## config.mk

```make
export PLATFORM = sky130hd
export DESIGN_NAME = odd_regs
export DESIGN_NICKNAME = d
export VERILOG_FILES = /design/src/common/odd_pkg.sv /design/src/common/odd_ser_if.sv /design/src/rtl/odd_serial.sv /design/src/rtl/odd_regs.sv
export SDC_FILE = /design/constraint.sdc
export NUM_CORES = 1
export LEC_CHECK = 0
export ABC_AREA = 1
export BUFFER_PORTS_ARGS = -buffer_cell sky130_fd_sc_hd__buf_4
export CORE_MARGIN = 2
export CORE_UTILIZATION = 55
export DETAILED_ROUTE_END_ITERATION = 16
export PLACE_DENSITY = 0.79
export RECOVER_POWER = 100
export SETUP_SLACK_MARGIN = 0.1
export SLEW_MARGIN = 5
export SYNTH_ARGS = -nofsm -noshare
export SYNTH_HDL_FRONTEND = slang
export SYNTH_HIERARCHICAL = 1
export SYNTH_SLANG_ARGS = --single-unit
```

## constraint.sdc

```tcl
create_clock -name I_CLK_SYS -period 4.65 [get_ports I_CLK_SYS]
set_clock_uncertainty 0.1 [all_clocks]
set_input_delay 0.6975 -clock I_CLK_SYS [delete_from_list [all_inputs] [get_ports I_CLK_SYS]]
set_output_delay 0.6975 -clock I_CLK_SYS [all_outputs]
set_load 0.02 [all_outputs]
```

## src/common/odd_pkg.sv

```systemverilog
// Constants shared by the octal driver diagnostic register logic
package odd_pkg;
   // Serial frame layout
   localparam int unsigned   ODD_FRAME_BITS   = 24;
   localparam int unsigned   ODD_CMD_WR_BIT   = 23;
   localparam int unsigned   ODD_ADDR_MSB     = 19;
   localparam int unsigned   ODD_ADDR_LSB     = 16;
   localparam int unsigned   ODD_DATA_MSB     = 15;
   localparam int unsigned   ODD_DATA_LSB     = 8;
   localparam logic [4:0]    ODD_CNT_FULL     = 5'h18;
   localparam logic [4:0]    ODD_CNT_MAX      = 5'h1F;
   // Register addresses
   localparam logic [3:0]    ODD_A_DRIVE      = 4'h0;
   localparam logic [3:0]    ODD_A_DRIVE_RSY  = 4'h1;
   localparam logic [3:0]    ODD_A_COLLECTED  = 4'h2;
   localparam logic [3:0]    ODD_A_GLOBAL_ERR = 4'h3;
   localparam logic [3:0]    ODD_A_CHK_CFG    = 4'h4;
   localparam logic [3:0]    ODD_A_INT_ERR    = 4'h5;
   localparam logic [3:0]    ODD_A_GLOBAL_SET = 4'h6;
   localparam logic [3:0]    ODD_A_DETAIL0    = 4'h8;
   // Internal error register fields
   localparam int unsigned   ODD_IE_TE        = 0;
   localparam int unsigned   ODD_IE_WS        = 1;
   localparam int unsigned   ODD_IE_ALL_OUTPUTS_OFF_FLAG    = 2;
   // Global error register fields
   localparam int unsigned   ODD_GE_CF        = 0;
   localparam int unsigned   ODD_GE_MV        = 1;
   localparam int unsigned   ODD_GE_UV        = 2;
   localparam int unsigned   ODD_GE_WP        = 3;
   // Channel detail field: open load while switched on
   localparam int unsigned   ODD_DT_OLA       = 2;
   // Reset values
   localparam logic [2:0]    ODD_IE_RST       = 3'h7;
   localparam logic          ODD_GE_FLAG_RST  = 1'b1;
   localparam logic [7:0]    ODD_BYTE_RST     = 8'h00;
   localparam logic [23:0]   ODD_RESP_RST     = 24'h000000;
   // Response check bits
   localparam logic [5:0]    ODD_CRC_POLY     = 6'h03;
   localparam logic [5:0]    ODD_CRC_INIT     = 6'h3F;
endpackage : odd_pkg

```

## src/common/odd_ser_if.sv

```systemverilog
// Link between the serial shifter and the register core
`timescale 1ns/1ps
interface odd_ser_if;
   logic        frame_done;
   logic        frame_bad;
   logic [23:0] rx_word;
   logic [23:0] tx_word;
   modport ser  (output frame_done, frame_bad, rx_word, input tx_word);
   modport core (input frame_done, frame_bad, rx_word, output tx_word);
endinterface : odd_ser_if

```

## src/rtl/odd_serial.sv

```systemverilog
// Serial frame shifter sampling the link pins with the system clock
`timescale 1ns/1ps
module odd_serial (
   // Clock and reset
   input  wire logic   i_clk,
   input  wire logic   i_rst,
   // Link pins
   input  wire logic   i_sclk,
   input  wire logic   i_cs_n,
   input  wire logic   i_mosi,
   output logic        o_miso,
   output logic        o_miso_oe,
   // Core side
   odd_ser_if.ser      bus
);
   import odd_pkg::*;

   logic [2:0]  s1_q, s2_q;
   logic        sck_prev_q, cs_prev_q;
   logic [4:0]  cnt_q, cnt_d;
   logic [23:0] rx_q, rx_d, tx_q, tx_d;
   logic        miso_q, miso_d, oe_q, oe_d;
   logic        done_q, done_d, bad_q, bad_d;
   logic        sck_s, cs_n_s, mosi_s;

   assign sck_s  = s2_q[2];
   assign cs_n_s = s2_q[1];
   assign mosi_s = s2_q[0];

   // Pin synchronisers
   always_ff @(posedge i_clk) begin
      if (i_rst) begin
         s1_q       <= 3'h2;
         s2_q       <= 3'h2;
         sck_prev_q <= 1'b0;
         cs_prev_q  <= 1'b1;
      end else begin
         s1_q       <= {i_sclk, i_cs_n, i_mosi};
         s2_q       <= s1_q;
         sck_prev_q <= sck_s;
         cs_prev_q  <= cs_n_s;
      end
   end

   // Shift on rising edge in, falling edge out
   always_comb begin
      cnt_d  = cnt_q;
      rx_d   = rx_q;
      tx_d   = tx_q;
      miso_d = miso_q;
      oe_d   = oe_q;
      done_d = 1'b0;
      bad_d  = 1'b0;
      if (cs_prev_q && !cs_n_s) begin
         cnt_d  = 5'h00;
         tx_d   = bus.tx_word;
         miso_d = bus.tx_word[23];
         oe_d   = 1'b1;
      end else if (!cs_n_s) begin
         if (!sck_prev_q && sck_s) begin
            rx_d = {rx_q[22:0], mosi_s};
            if (cnt_q != ODD_CNT_MAX) begin
               cnt_d = cnt_q + 5'h01;
            end
         end
         if (sck_prev_q && !sck_s) begin
            tx_d   = {tx_q[22:0], 1'b0};
            miso_d = tx_q[22];
         end
      end else if (!cs_prev_q) begin
         oe_d   = 1'b0;
         miso_d = 1'b0;
         if (cnt_q == ODD_CNT_FULL) begin
            done_d = 1'b1;
         end else begin
            bad_d = 1'b1;
         end
      end
   end

   always_ff @(posedge i_clk) begin
      if (i_rst) begin
         cnt_q  <= 5'h00;
         rx_q   <= ODD_RESP_RST;
         tx_q   <= ODD_RESP_RST;
         miso_q <= 1'b0;
         oe_q   <= 1'b0;
         done_q <= 1'b0;
         bad_q  <= 1'b0;
      end else begin
         cnt_q  <= cnt_d;
         rx_q   <= rx_d;
         tx_q   <= tx_d;
         miso_q <= miso_d;
         oe_q   <= oe_d;
         done_q <= done_d;
         bad_q  <= bad_d;
      end
   end

   assign o_miso         = miso_q;
   assign o_miso_oe      = oe_q;
   assign bus.rx_word    = rx_q;
   assign bus.frame_done = done_q;
   assign bus.frame_bad  = bad_q;
endmodule : odd_serial

```

## src/rtl/odd_regs.sv

```systemverilog
// Diagnostic and output-control registers of an eight-channel driver
`timescale 1ns/1ps
module odd_regs #(
   parameter int unsigned N_CH = 8
) (
   // Clock and reset
   input  wire logic              I_CLK_SYS,
   input  wire logic              I_RST,
   // Serial link
   input  wire logic              I_SCLK,
   input  wire logic              I_CS_N,
   input  wire logic              I_MOSI,
   output logic                   O_MISO,
   output logic                   O_MISO_OE,
   // Fault conditions and disable pin
   input  wire logic              I_OUTPUT_DISABLE_N,
   input  wire logic              I_UNDERVOLTAGE,
   input  wire logic              I_MISSING_SUPPLY,
   input  wire logic              I_WAIT_POWER,
   input  wire logic              I_WAIT_SENSE,
   input  wire logic [N_CH-1:0]   I_OPEN_LOAD,
   // Outputs and status
   output logic [N_CH-1:0]        O_DRIVE,
   output logic                   O_FAULT_N,
   output logic [7:0]             O_GLOBAL_SETTINGS
);
   import odd_pkg::*;

   odd_ser_if ser_bus ();

   odd_serial u_serial (
      .i_clk     (I_CLK_SYS),
      .i_rst     (I_RST),
      .i_sclk    (I_SCLK),
      .i_cs_n    (I_CS_N),
      .i_mosi    (I_MOSI),
      .o_miso    (O_MISO),
      .o_miso_oe (O_MISO_OE),
      .bus       (ser_bus.ser)
   );

   localparam int unsigned NP = N_CH + 5;

   logic [NP-1:0]   p1_q, p2_q;
   logic            output_disable_pin_n_s, uv_s, mv_s, wp_s, ws_s;
   logic [N_CH-1:0] ol_s;

   // Condition synchronisers
   always_ff @(posedge I_CLK_SYS) begin
      if (I_RST) begin
         p1_q <= '0;
         p2_q <= '0;
      end else begin
         p1_q <= {I_OUTPUT_DISABLE_N, I_UNDERVOLTAGE, I_MISSING_SUPPLY,
                  I_WAIT_POWER, I_WAIT_SENSE, I_OPEN_LOAD};
         p2_q <= p1_q;
      end
   end
   assign {output_disable_pin_n_s, uv_s, mv_s, wp_s, ws_s, ol_s} = p2_q;

   logic [N_CH-1:0] drive_q, drive_d, cfg_q, cfg_d, out_q, out_d;
   logic [7:0]      gset_q, gset_d;
   logic [2:0]      ie_q, ie_d;
   logic            uv_q, uv_d, mv_q, mv_d, wp_q, wp_d;
   logic [23:0]     resp_q, resp_d;
   logic            fault_n_q, fault_n_d;
   logic [7:0]      det_q [N_CH];
   logic [7:0]      det_d [N_CH];
   logic [N_CH-1:0] collected;
   logic            cf;
   logic            wr, rd, rd_ie, rd_ge;
   logic [3:0]      addr;
   logic [7:0]      wdata, rdata;
   logic [7:0]      ge_val;
   logic [7:0]      byte0;

   assign wr    = ser_bus.frame_done & ser_bus.rx_word[ODD_CMD_WR_BIT];
   assign rd    = ser_bus.frame_done & ~ser_bus.rx_word[ODD_CMD_WR_BIT];
   assign addr  = ser_bus.rx_word[ODD_ADDR_MSB:ODD_ADDR_LSB];
   assign wdata = ser_bus.rx_word[ODD_DATA_MSB:ODD_DATA_LSB];
   assign rd_ie = rd && addr == ODD_A_INT_ERR;
   assign rd_ge = rd && addr == ODD_A_GLOBAL_ERR;
   assign out_d = output_disable_pin_n_s ? drive_q : '0;

   // Per-channel detail and collected bit
   for (genvar ch = 0; ch < N_CH; ch++) begin : g_ch
      logic ola;
      logic rd_det;
      assign collected[ch] = |det_q[ch];
      always_comb begin
         ola    = cfg_q[ch] & out_q[ch] & ol_s[ch];
         rd_det = rd && addr == (ODD_A_DETAIL0 + 4'(ch));
         det_d[ch] = rd_det ? 8'h00 : det_q[ch];
         det_d[ch][ODD_DT_OLA] = det_d[ch][ODD_DT_OLA] | ola;
      end
      always_ff @(posedge I_CLK_SYS) begin
         if (I_RST) begin
            det_q[ch] <= ODD_BYTE_RST;
         end else begin
            det_q[ch] <= det_d[ch];
         end
      end
   end

   assign cf = |collected;

   function automatic logic [5:0] crc6(input logic [17:0] d);
      logic [5:0] c;
      logic       fb;
      c = ODD_CRC_INIT;
      for (int i = 17; i >= 0; i--) begin
         fb = c[5] ^ d[i];
         c  = {c[4:0], 1'b0} ^ (fb ? ODD_CRC_POLY : 6'h00);
      end
      return c;
   endfunction : crc6

   always_comb begin
      ge_val = 8'h00;
      ge_val[ODD_GE_CF] = cf;
      ge_val[ODD_GE_MV] = mv_q;
      ge_val[ODD_GE_UV] = uv_q;
      ge_val[ODD_GE_WP] = wp_q;
      rdata = 8'h00;
      unique case (addr)
         ODD_A_DRIVE, ODD_A_DRIVE_RSY: rdata = 8'(drive_q);
         ODD_A_COLLECTED:  rdata = 8'(collected);
         ODD_A_GLOBAL_ERR: rdata = ge_val;
         ODD_A_CHK_CFG:    rdata = 8'(cfg_q);
         ODD_A_INT_ERR:    rdata = {5'h00, ie_q};
         ODD_A_GLOBAL_SET: rdata = gset_q;
         default: begin
            if (addr >= ODD_A_DETAIL0 &&
                32'(addr - ODD_A_DETAIL0) < N_CH) begin
               rdata = det_q[3'(addr - ODD_A_DETAIL0)];
            end
         end
      endcase
   end

   // Register update, sticky flags and response
   always_comb begin
      drive_d = drive_q;
      cfg_d   = cfg_q;
      gset_d  = gset_q;
      resp_d  = resp_q;
      byte0   = 8'(collected);
      if (wr) begin
         if (addr == ODD_A_DRIVE || addr == ODD_A_DRIVE_RSY) begin
            drive_d = N_CH'(wdata);
         end
         if (addr == ODD_A_CHK_CFG) begin
            cfg_d = N_CH'(wdata);
         end
         if (addr == ODD_A_GLOBAL_SET) begin
            gset_d = wdata;
         end
      end
      if (ser_bus.frame_done) begin
         resp_d = {byte0, rdata, uv_q, mv_q,
                   crc6({byte0, rdata, uv_q, mv_q})};
      end
      ie_d[ODD_IE_TE] = ser_bus.frame_bad |
                        (ie_q[ODD_IE_TE] & ~rd_ie);
      ie_d[ODD_IE_WS] = ws_s | (ie_q[ODD_IE_WS] & ~rd_ie);
      ie_d[ODD_IE_ALL_OUTPUTS_OFF_FLAG] = (out_q == '0) |
                            (ie_q[ODD_IE_ALL_OUTPUTS_OFF_FLAG] & ~rd_ie);
      uv_d = uv_s | (uv_q & ~(rd_ie | rd_ge));
      mv_d = mv_s | (mv_q & ~(rd_ie | rd_ge));
      wp_d = wp_s | (wp_q & ~(rd_ie | rd_ge));
      fault_n_d = ~(ie_q[ODD_IE_TE] | ie_q[ODD_IE_WS] | uv_q | mv_q |
                    wp_q);
   end

   always_ff @(posedge I_CLK_SYS) begin
      if (I_RST) begin
         drive_q   <= '0;
         cfg_q     <= '0;
         out_q     <= '0;
         gset_q    <= ODD_BYTE_RST;
         ie_q      <= ODD_IE_RST;
         uv_q      <= ODD_GE_FLAG_RST;
         mv_q      <= ODD_GE_FLAG_RST;
         wp_q      <= ODD_GE_FLAG_RST;
         resp_q    <= ODD_RESP_RST;
         fault_n_q <= 1'b0;
      end else begin
         drive_q   <= drive_d;
         cfg_q     <= cfg_d;
         out_q     <= out_d;
         gset_q    <= gset_d;
         ie_q      <= ie_d;
         uv_q      <= uv_d;
         mv_q      <= mv_d;
         wp_q      <= wp_d;
         resp_q    <= resp_d;
         fault_n_q <= fault_n_d;
      end
   end

   assign ser_bus.tx_word   = resp_q;
   assign O_DRIVE           = out_q;
   assign O_FAULT_N         = fault_n_q;
   assign O_GLOBAL_SETTINGS = gset_q;
endmodule : odd_regs

```

==> results of run 1 <==
-- cell families (layout without fill, tap and decap cells) --
kind of cell,count (synthesis),count (layout),share of synthesized area
flip-flops,161,161,0.459
adder cells (fa/ha/maj),8,8,0.0143
XOR/XNOR,2,2,0.00250
AO/OA/AOI/OAI,155,155,0.113
AND/OR/NAND/NOR,538,538,0.313
buffers and inverters,163,195,0.0979
-- where the power goes --
group | internal, mW | switching, mW
combinational | 0.0280 | 0.0552
clock | 0.809 | 0.561
sequential | 1.40 | 0.00718
total | 2.24 | 0.623
-- through the flow --
step	cells	worst slack (ns)	cell area, sq um
finish	1231	1.58	7800
global route	1231	1.24	7800
floorplan	1027	2.72	7020
detailed placement	1199	2.07	7300
global placement	1199	2.09	7300
CTS	1231	2.28	7880
-- final cells by class --
cell class                      instances  area, sq um  area share
Clock buffer                           21          450      0.0578
Multi-Input combinational cell        703         3100       0.397
Tap cell                              172          215      0.0276
Sequential cell                       161         3220       0.413
Timing Repair Buffer                   38          210      0.0270
Clock inverter                         11          131      0.0168
Inverter                              125          469      0.0602
-- layout by cell type (no fill, tap or decap), drive strengths merged --
cell type	netlist	layout
a22oi	1	1
nor3	2	2
nor2	189	189
buf	19	18
xor2	1	1
or2	2	2
inv	124	126
o21ai	96	96
nand2	263	263
a21boi	1	1
o211ai	4	4
nand3	75	75
clkinvlp	0	2
clkbuf	19	41
clkinv	1	6
a21oi	53	53
and3	1	1
dfxtp	161	161
bufinv	0	2
xnor2	1	1
ha	8	8
nand4	4	4
nor4	2	2
-- critical path: stages, from the launching register on --
cell      delay (ns)
dfxtp_1         0.30
clkbuf_1        1.30
nand2_1         0.12
clkinv_1        0.39
nand2_1         0.38
o21ai_0         0.29
a21oi_1         0.06
-- sequential cells by signal, indices dropped and copies added (netlist names), 5 cells and up --
signal / cells
u_serial/cnt_q: 5
O_DRIVE: 8
drive_q: 8
u_serial/tx_q: 23
u_serial/bus.rx_word: 24
p1_q: 13
O_GLOBAL_SETTINGS: 8
resp_q: 24
cfg_q: 8
det_q: 8
p2_q: 13
-- per-layer routing --
| layer | global-route usage | share of wire | vias to the layer above |
|---|---|---|---|
| met2 | 0.392 | 0.46 | 152 |
| met3 | 0.0577 | 0.049 | 26 |
| met4 | 0.0894 | 0.022 | 0 |
| li1 | - | - | 3250 |
| met1 | 0.315 | 0.46 | 2796 |
| met5 | 0 | 0 | - |
-- worst max path at each step --
| stage | start | cells after the start | end | slack, ns |
|---|---|---|---|---|
| 2_1_floorplan | det_q[7][2] | 18 | resp_q[1] | 2.72 |
| 3_3_place_gp | I_RST | 4 | O_DRIVE[1] | 2.09 |
| 3_5_place_dp | I_RST | 4 | O_DRIVE[7] | 2.07 |
| 4_1_cts | u_serial/bus.rx_word[17] | 13 | resp_q[4] | 2.28 |
| 5_1_grt | u_serial/bus.frame_done | 6 | drive_q[7] | 1.24 |
| 6_report | u_serial/bus.frame_done | 6 | drive_q[1] | 1.58 |
==> summary.md, run 1 <==
| Metric | Value |
|---|---|
| Outcome | finished, violations left |
| Failing checks | capacitance limit, slew limit |
| Period utilization | 0.661 |
| CP Launch Type | register |
| Depth of the CTS H-tree | 4 |
| Starting Density | 0.560 |
| EDFF count, synth | 0 |
| Final ANT Viol Nets | 0 |
| Clk_lat worst skew | between 0.4 and 0.5 ns |
| P per Cell Area | roughly 370 nW/um^2 |
| Placeable Area | approximately 13000 sq um |
| Measured slew at the worst slew-check pin | ~1.8 ns |
| Post_cts resized | 0 |
| Synth top area cells | dfxtp_1 (46%), nand2_1 (14%), nor2_1 (9.8%) |
| Synth Cell Area | about 7000 sq um |
| Final net count | ~1.1k |
| R2R cell count | 6 |
| Placed wire-length estimate | 10400 um |
| RSZ-0062 raised after global routing | false |
| Slew Limit Fails | between 50 and 60 |
| Ys async rst share | 0 |
| Sum Neg Setup Slack | 0 ns |
| Hold_sp | p1_q[7] |
| Reg clk slew, reported paths | 0.06 ns |
| Die W | around 120 um |
| Vias in the first global route | about 5.6k |
| Diode count | 0 |
| Largest buffer count on any clock path | 2 |
| Post-synth top cells | nand2_1 (259), nor2_1 (183), dfxtp_1 (161) |
| # fillers | between 1k and 1.5k |
| Hold Slack | roughly 0.3 ns |
| Final Hold Viols | 0 |
| Worst Setup End Kind | register |
| Cell variety after synth | 32 |
| Count leader, synth | nand2_1 |
| Post-layout min period | roughly 3.1 ns |
| Worst hold endpoint | p2_q[7] |
| Crit path max fanout | 50 |
| GRT overflow | 0 |
| Post-synth top area share | 0.459 |
| Via density per instance | approximately 5.1 |
| Via count | between 6k and 7k |
| Die ar. | roughly 14000 sq um |
| Crit Path Class | register to register |
| CTS tree | yes |
| Leak Pwr | between 3 and 4 nW |
| Iteration-0 DRC count of the detailed router | 543 |
| Main flop type after synthesis | dfxtp_1 |
| RD Place Congestion | just under 1 |
| Peak supply drop | ~0.27 mV |
| Largest net degree at the start of global routing | 70 |
| Reg2reg setup slack | roughly 1.6 ns |
| Flops & latches, synth | around 160 |
| Clock sinks | roughly 160 |
| Initial antenna violation count | 0 |
| Reg-to-Reg Start | u_serial/bus.frame_done |
| CP required | between 4 and 5 ns |
| Worst Hold Class | register to register |
| Fmax | about 330 MHz |
| Critical Path AT | between 3 and 4 ns |
| Site Rows | 41 |
| TritonCTS Buffers | 17 |
| Post-synth top area cell | dfxtp_1 |
| Wire per inst | ~12 um |
| Max_slew headroom | -0.214 |
| Post-synthesis sequential area ratio | 0.459 |
| R2R Path End | drive_q[1] |
| Clock Tree Root | clkbuf_16 |
| Wirelength, routed | about 15000 um |
| Synth warnings | 6 |
| Syn Nets | 1053 |
| Final Setup Violations | 0 |
| Gate Count Post-Synth | 1027 |
| Mean post-synth cell area | between 6 and 7 sq um |
| DRC | 0 |
| Number of max-cap violations | 1 |
| Die H | approximately 120 um |
| Share of layout cells above drive strength 1 | 0.0576 |
| Pre-Repair DR Iteration Count | 6 |
| Gr usage total | 0.242 |
| Hold-fix buffers, CTS | 0 |
| Io pins | 37 |
| Final Power | between 2 and 3 mW |
| Worst hold stages | 2 |
| First-pass GRT wire length | 26100 um |
| Layout Utilization | 0.623 |
| Area growth from synthesis to layout | 11.1% |
| Postcts setup bufs | 0 |
| IO Port Bufs | 36 |
Power figures use the tool's default switching activity.
==> run 2, diff against run 1 <==
==> constraint.sdc (replaced) <==
create_clock -name I_CLK_SYS -period 2.9 [get_ports I_CLK_SYS]
set_clock_uncertainty 0.1 [all_clocks]
set_input_delay 0.435 -clock I_CLK_SYS [delete_from_list [all_inputs] [get_ports I_CLK_SYS]]
set_output_delay 0.435 -clock I_CLK_SYS [all_outputs]
set_load 0.02 [all_outputs]
==> run 2 against run 1 <==
  * The flow finishes with violations (capacitance limit)
  * Clock-buffer cell count is 2 lower
  * Flip-flop and latch count did not move
  * Register-to-register slack lost 1.0 ns
  * Utilization grew 0.44 points
  * First-iteration DRC count shrank 11%
  * Via count is 0.67% higher
==> summary.md, run 2 (synthesis results as in run 1) <==
| Metric | Value |
|---|---|
| RSZ-0062 raised after global routing | false |
| Crit path max fanout | 9 |
| Clock Tree Root | clkbuf_16 |
| R2R Path End | resp_q[1] |
| Postcts setup bufs | 0 |
| Placeable Area | 12500 sq um |
| Die H | ~120 um |
| Vias in the first global route | 5678 |
| Placed wire-length estimate | about 11000 um |
| Worst Hold Class | primary input to register |
| Pre-Repair DR Iteration Count | 5 |
| Peak supply drop | 0.559 mV |
| Worst hold stages | 2 |
| CP dominant cell by count | nand2_1 |
| Wirelength, routed | roughly 15000 um |
| P per Cell Area | about 600 nW/um^2 |
| CP Launch Type | register |
| Hold-fix buffers, CTS | 0 |
| Area growth from synthesis to layout | 11.9% |
| RD Place Congestion | 0.984 |
| Initial antenna violation count | 0 |
| Fmax | about 430 MHz |
| Final Hold Viols | 0 |
| Wire per inst | about 12 um |
| Leak Pwr | ~3.8 nW |
| Slew Limit Fails | 0 |
| Outcome | finished, violations left |
| Hold_sp | I_CS_N |
| CP cell instances | inv_1 -> nand2_1 -> nor2_1 -> nand2_1 -> nand2_1 -> nor2_1 -> nand2_1 -> nand2_1 -> inv_1 -> nand2_1 -> nand2_1 -> inv_1 -> nand2_1 -> nand3_1 -> nand2_1 -> inv_1 |
| CP required | 3.13 ns |
| GRT overflow | 0 |
| Via count | between 6k and 7k |
| Final net count | about 1.1k |
| Reg clk slew, reported paths | approximately 0.070 ns |
| First-pass GRT wire length | ~26000 um |
| Post-layout min period | about 2.3 ns |
| Depth of the CTS H-tree | 4 |
| Final ANT Viol Nets | 0 |
| Via density per instance | 5.06 |
| Commonest non-fill, non-tap cell in the layout | nand2_1 |
| Diode count | 0 |
| Placed inst area | 7350 sq um |
| Reg2reg setup slack | roughly 0.56 ns |
| Reg-to-Reg Start | u_serial/bus.rx_word[16] |
| # fillers | between 1k and 1.5k |
| Largest buffer count on any clock path | 2 |
| Setup Slack @ Placement | between 0.7 and 0.8 ns |
| Post_cts resized | 0 |
| Clock sinks | between 150 and 200 |
| DRC | 0 |
| Number of max-cap violations | 1 |
| CP peak stage delay | about 0.48 ns |
| Slowest cell on crit path | nor2_1 |
| Starting Density | 0.560 |
| R2R cell count | 16 |
| Iteration-0 DRC count of the detailed router | 483 |
| Clk_lat worst skew | 0.43 ns |
| Die ar. | between 10000 and 15000 sq um |
| Final Power | around 4.6 mW |
| Gr usage total | 0.245 |
| Final Cell Area | between 7000 and 8000 sq um |
| Share of layout cells above drive strength 1 | 0.0638 |
| Crit Path Class | register to register |
| IO Port Bufs | 36 |
| Critical Path AT | around 2.6 ns |
| Final Setup Violations | 0 |
| TritonCTS Buffers | 17 |
| Period utilization | 0.805 |
| Site Rows | 41 |
| Post-route worst setup slack | between 0.5 and 0.6 ns |
| Largest net degree at the start of global routing | 51 |
| Failing checks | capacitance limit |
| Sum Neg Setup Slack | 0 ns |
| Worst Setup End Kind | register |
| Die W | 117 um |
| Worst hold endpoint | u_serial/s1_q[1] |
| Measured slew at the worst slew-check pin | between 1 and 1.5 ns |
| CTS tree | yes |
| Io pins | 37 |
| Max_slew headroom | 0.0108 |
| Most frequent cells in the layout | nand2_1 (260), nor2_1 (185), dfxtp_1 (161), inv_1 (121), o21ai_0 (95) |
[run 2: worst max path at each step]
| stage | start | to | slack (ns) | cells after the start |
|---|---|---|---|---|
| 2_1_floorplan | det_q[7][2] | resp_q[1] | 0.97 | 18 |
| 3_3_place_gp | det_q[6][2] | resp_q[2] | 0.78 | 18 |
| 3_5_place_dp | det_q[6][2] | resp_q[1] | 0.72 | 18 |
| 4_1_cts | det_q[6][2] | resp_q[1] | 0.68 | 18 |
| 5_1_grt | u_serial/bus.rx_word[16] | resp_q[3] | 0.31 | 15 |
| 6_report | u_serial/bus.rx_word[16] | resp_q[1] | 0.56 | 16 |
[run 2: area by class of cell]
cell class / instances / area [sq um] / area share
clock buffers: 19 / 453 / 0.0577
clock inverters: 13 / 141 / 0.0180
inverters: 125 / 469 / 0.0598
multi-input cells: 703 / 3100 / 0.395
flip-flops and latches: 161 / 3220 / 0.410
well taps: 172 / 215 / 0.0274
repair buffers: 45 / 253 / 0.0322
[run 2: layer usage]
metal  routed length [um]  share of wire  track usage
met5                    0              0            0
met4                  477          0.031        0.115
met3                  840          0.054       0.0505
met2                 7040           0.46        0.394
met1                 7110           0.46        0.316
[run 2: worst max-delay path, delay by kind of cell (launching register included)]
kind | cells | cell delay, ns
flip-flops | 1 | 0.39
buffers and inverters | 4 | 0.32
AND/OR/NAND/NOR | 12 | 1.43
[run 2: power by group]
part	total, mW	internal, mW	switching, mW
logic	0.136	0.0465	0.0900
clock network	2.22	1.26	0.960
registers	2.26	2.24	0.0121
total	4.61	3.55	1.06
[run 2: through the flow]
stage                     hold slack (ns)  utilization  cells
after floorplan                     0.284            -   1027
after global placement              0.290        0.587   1206
after detailed placement            0.296        0.587   1206
after CTS                          0.0790        0.635   1238
after global routing               0.0849        0.627   1238
final                              0.0918        0.627   1238
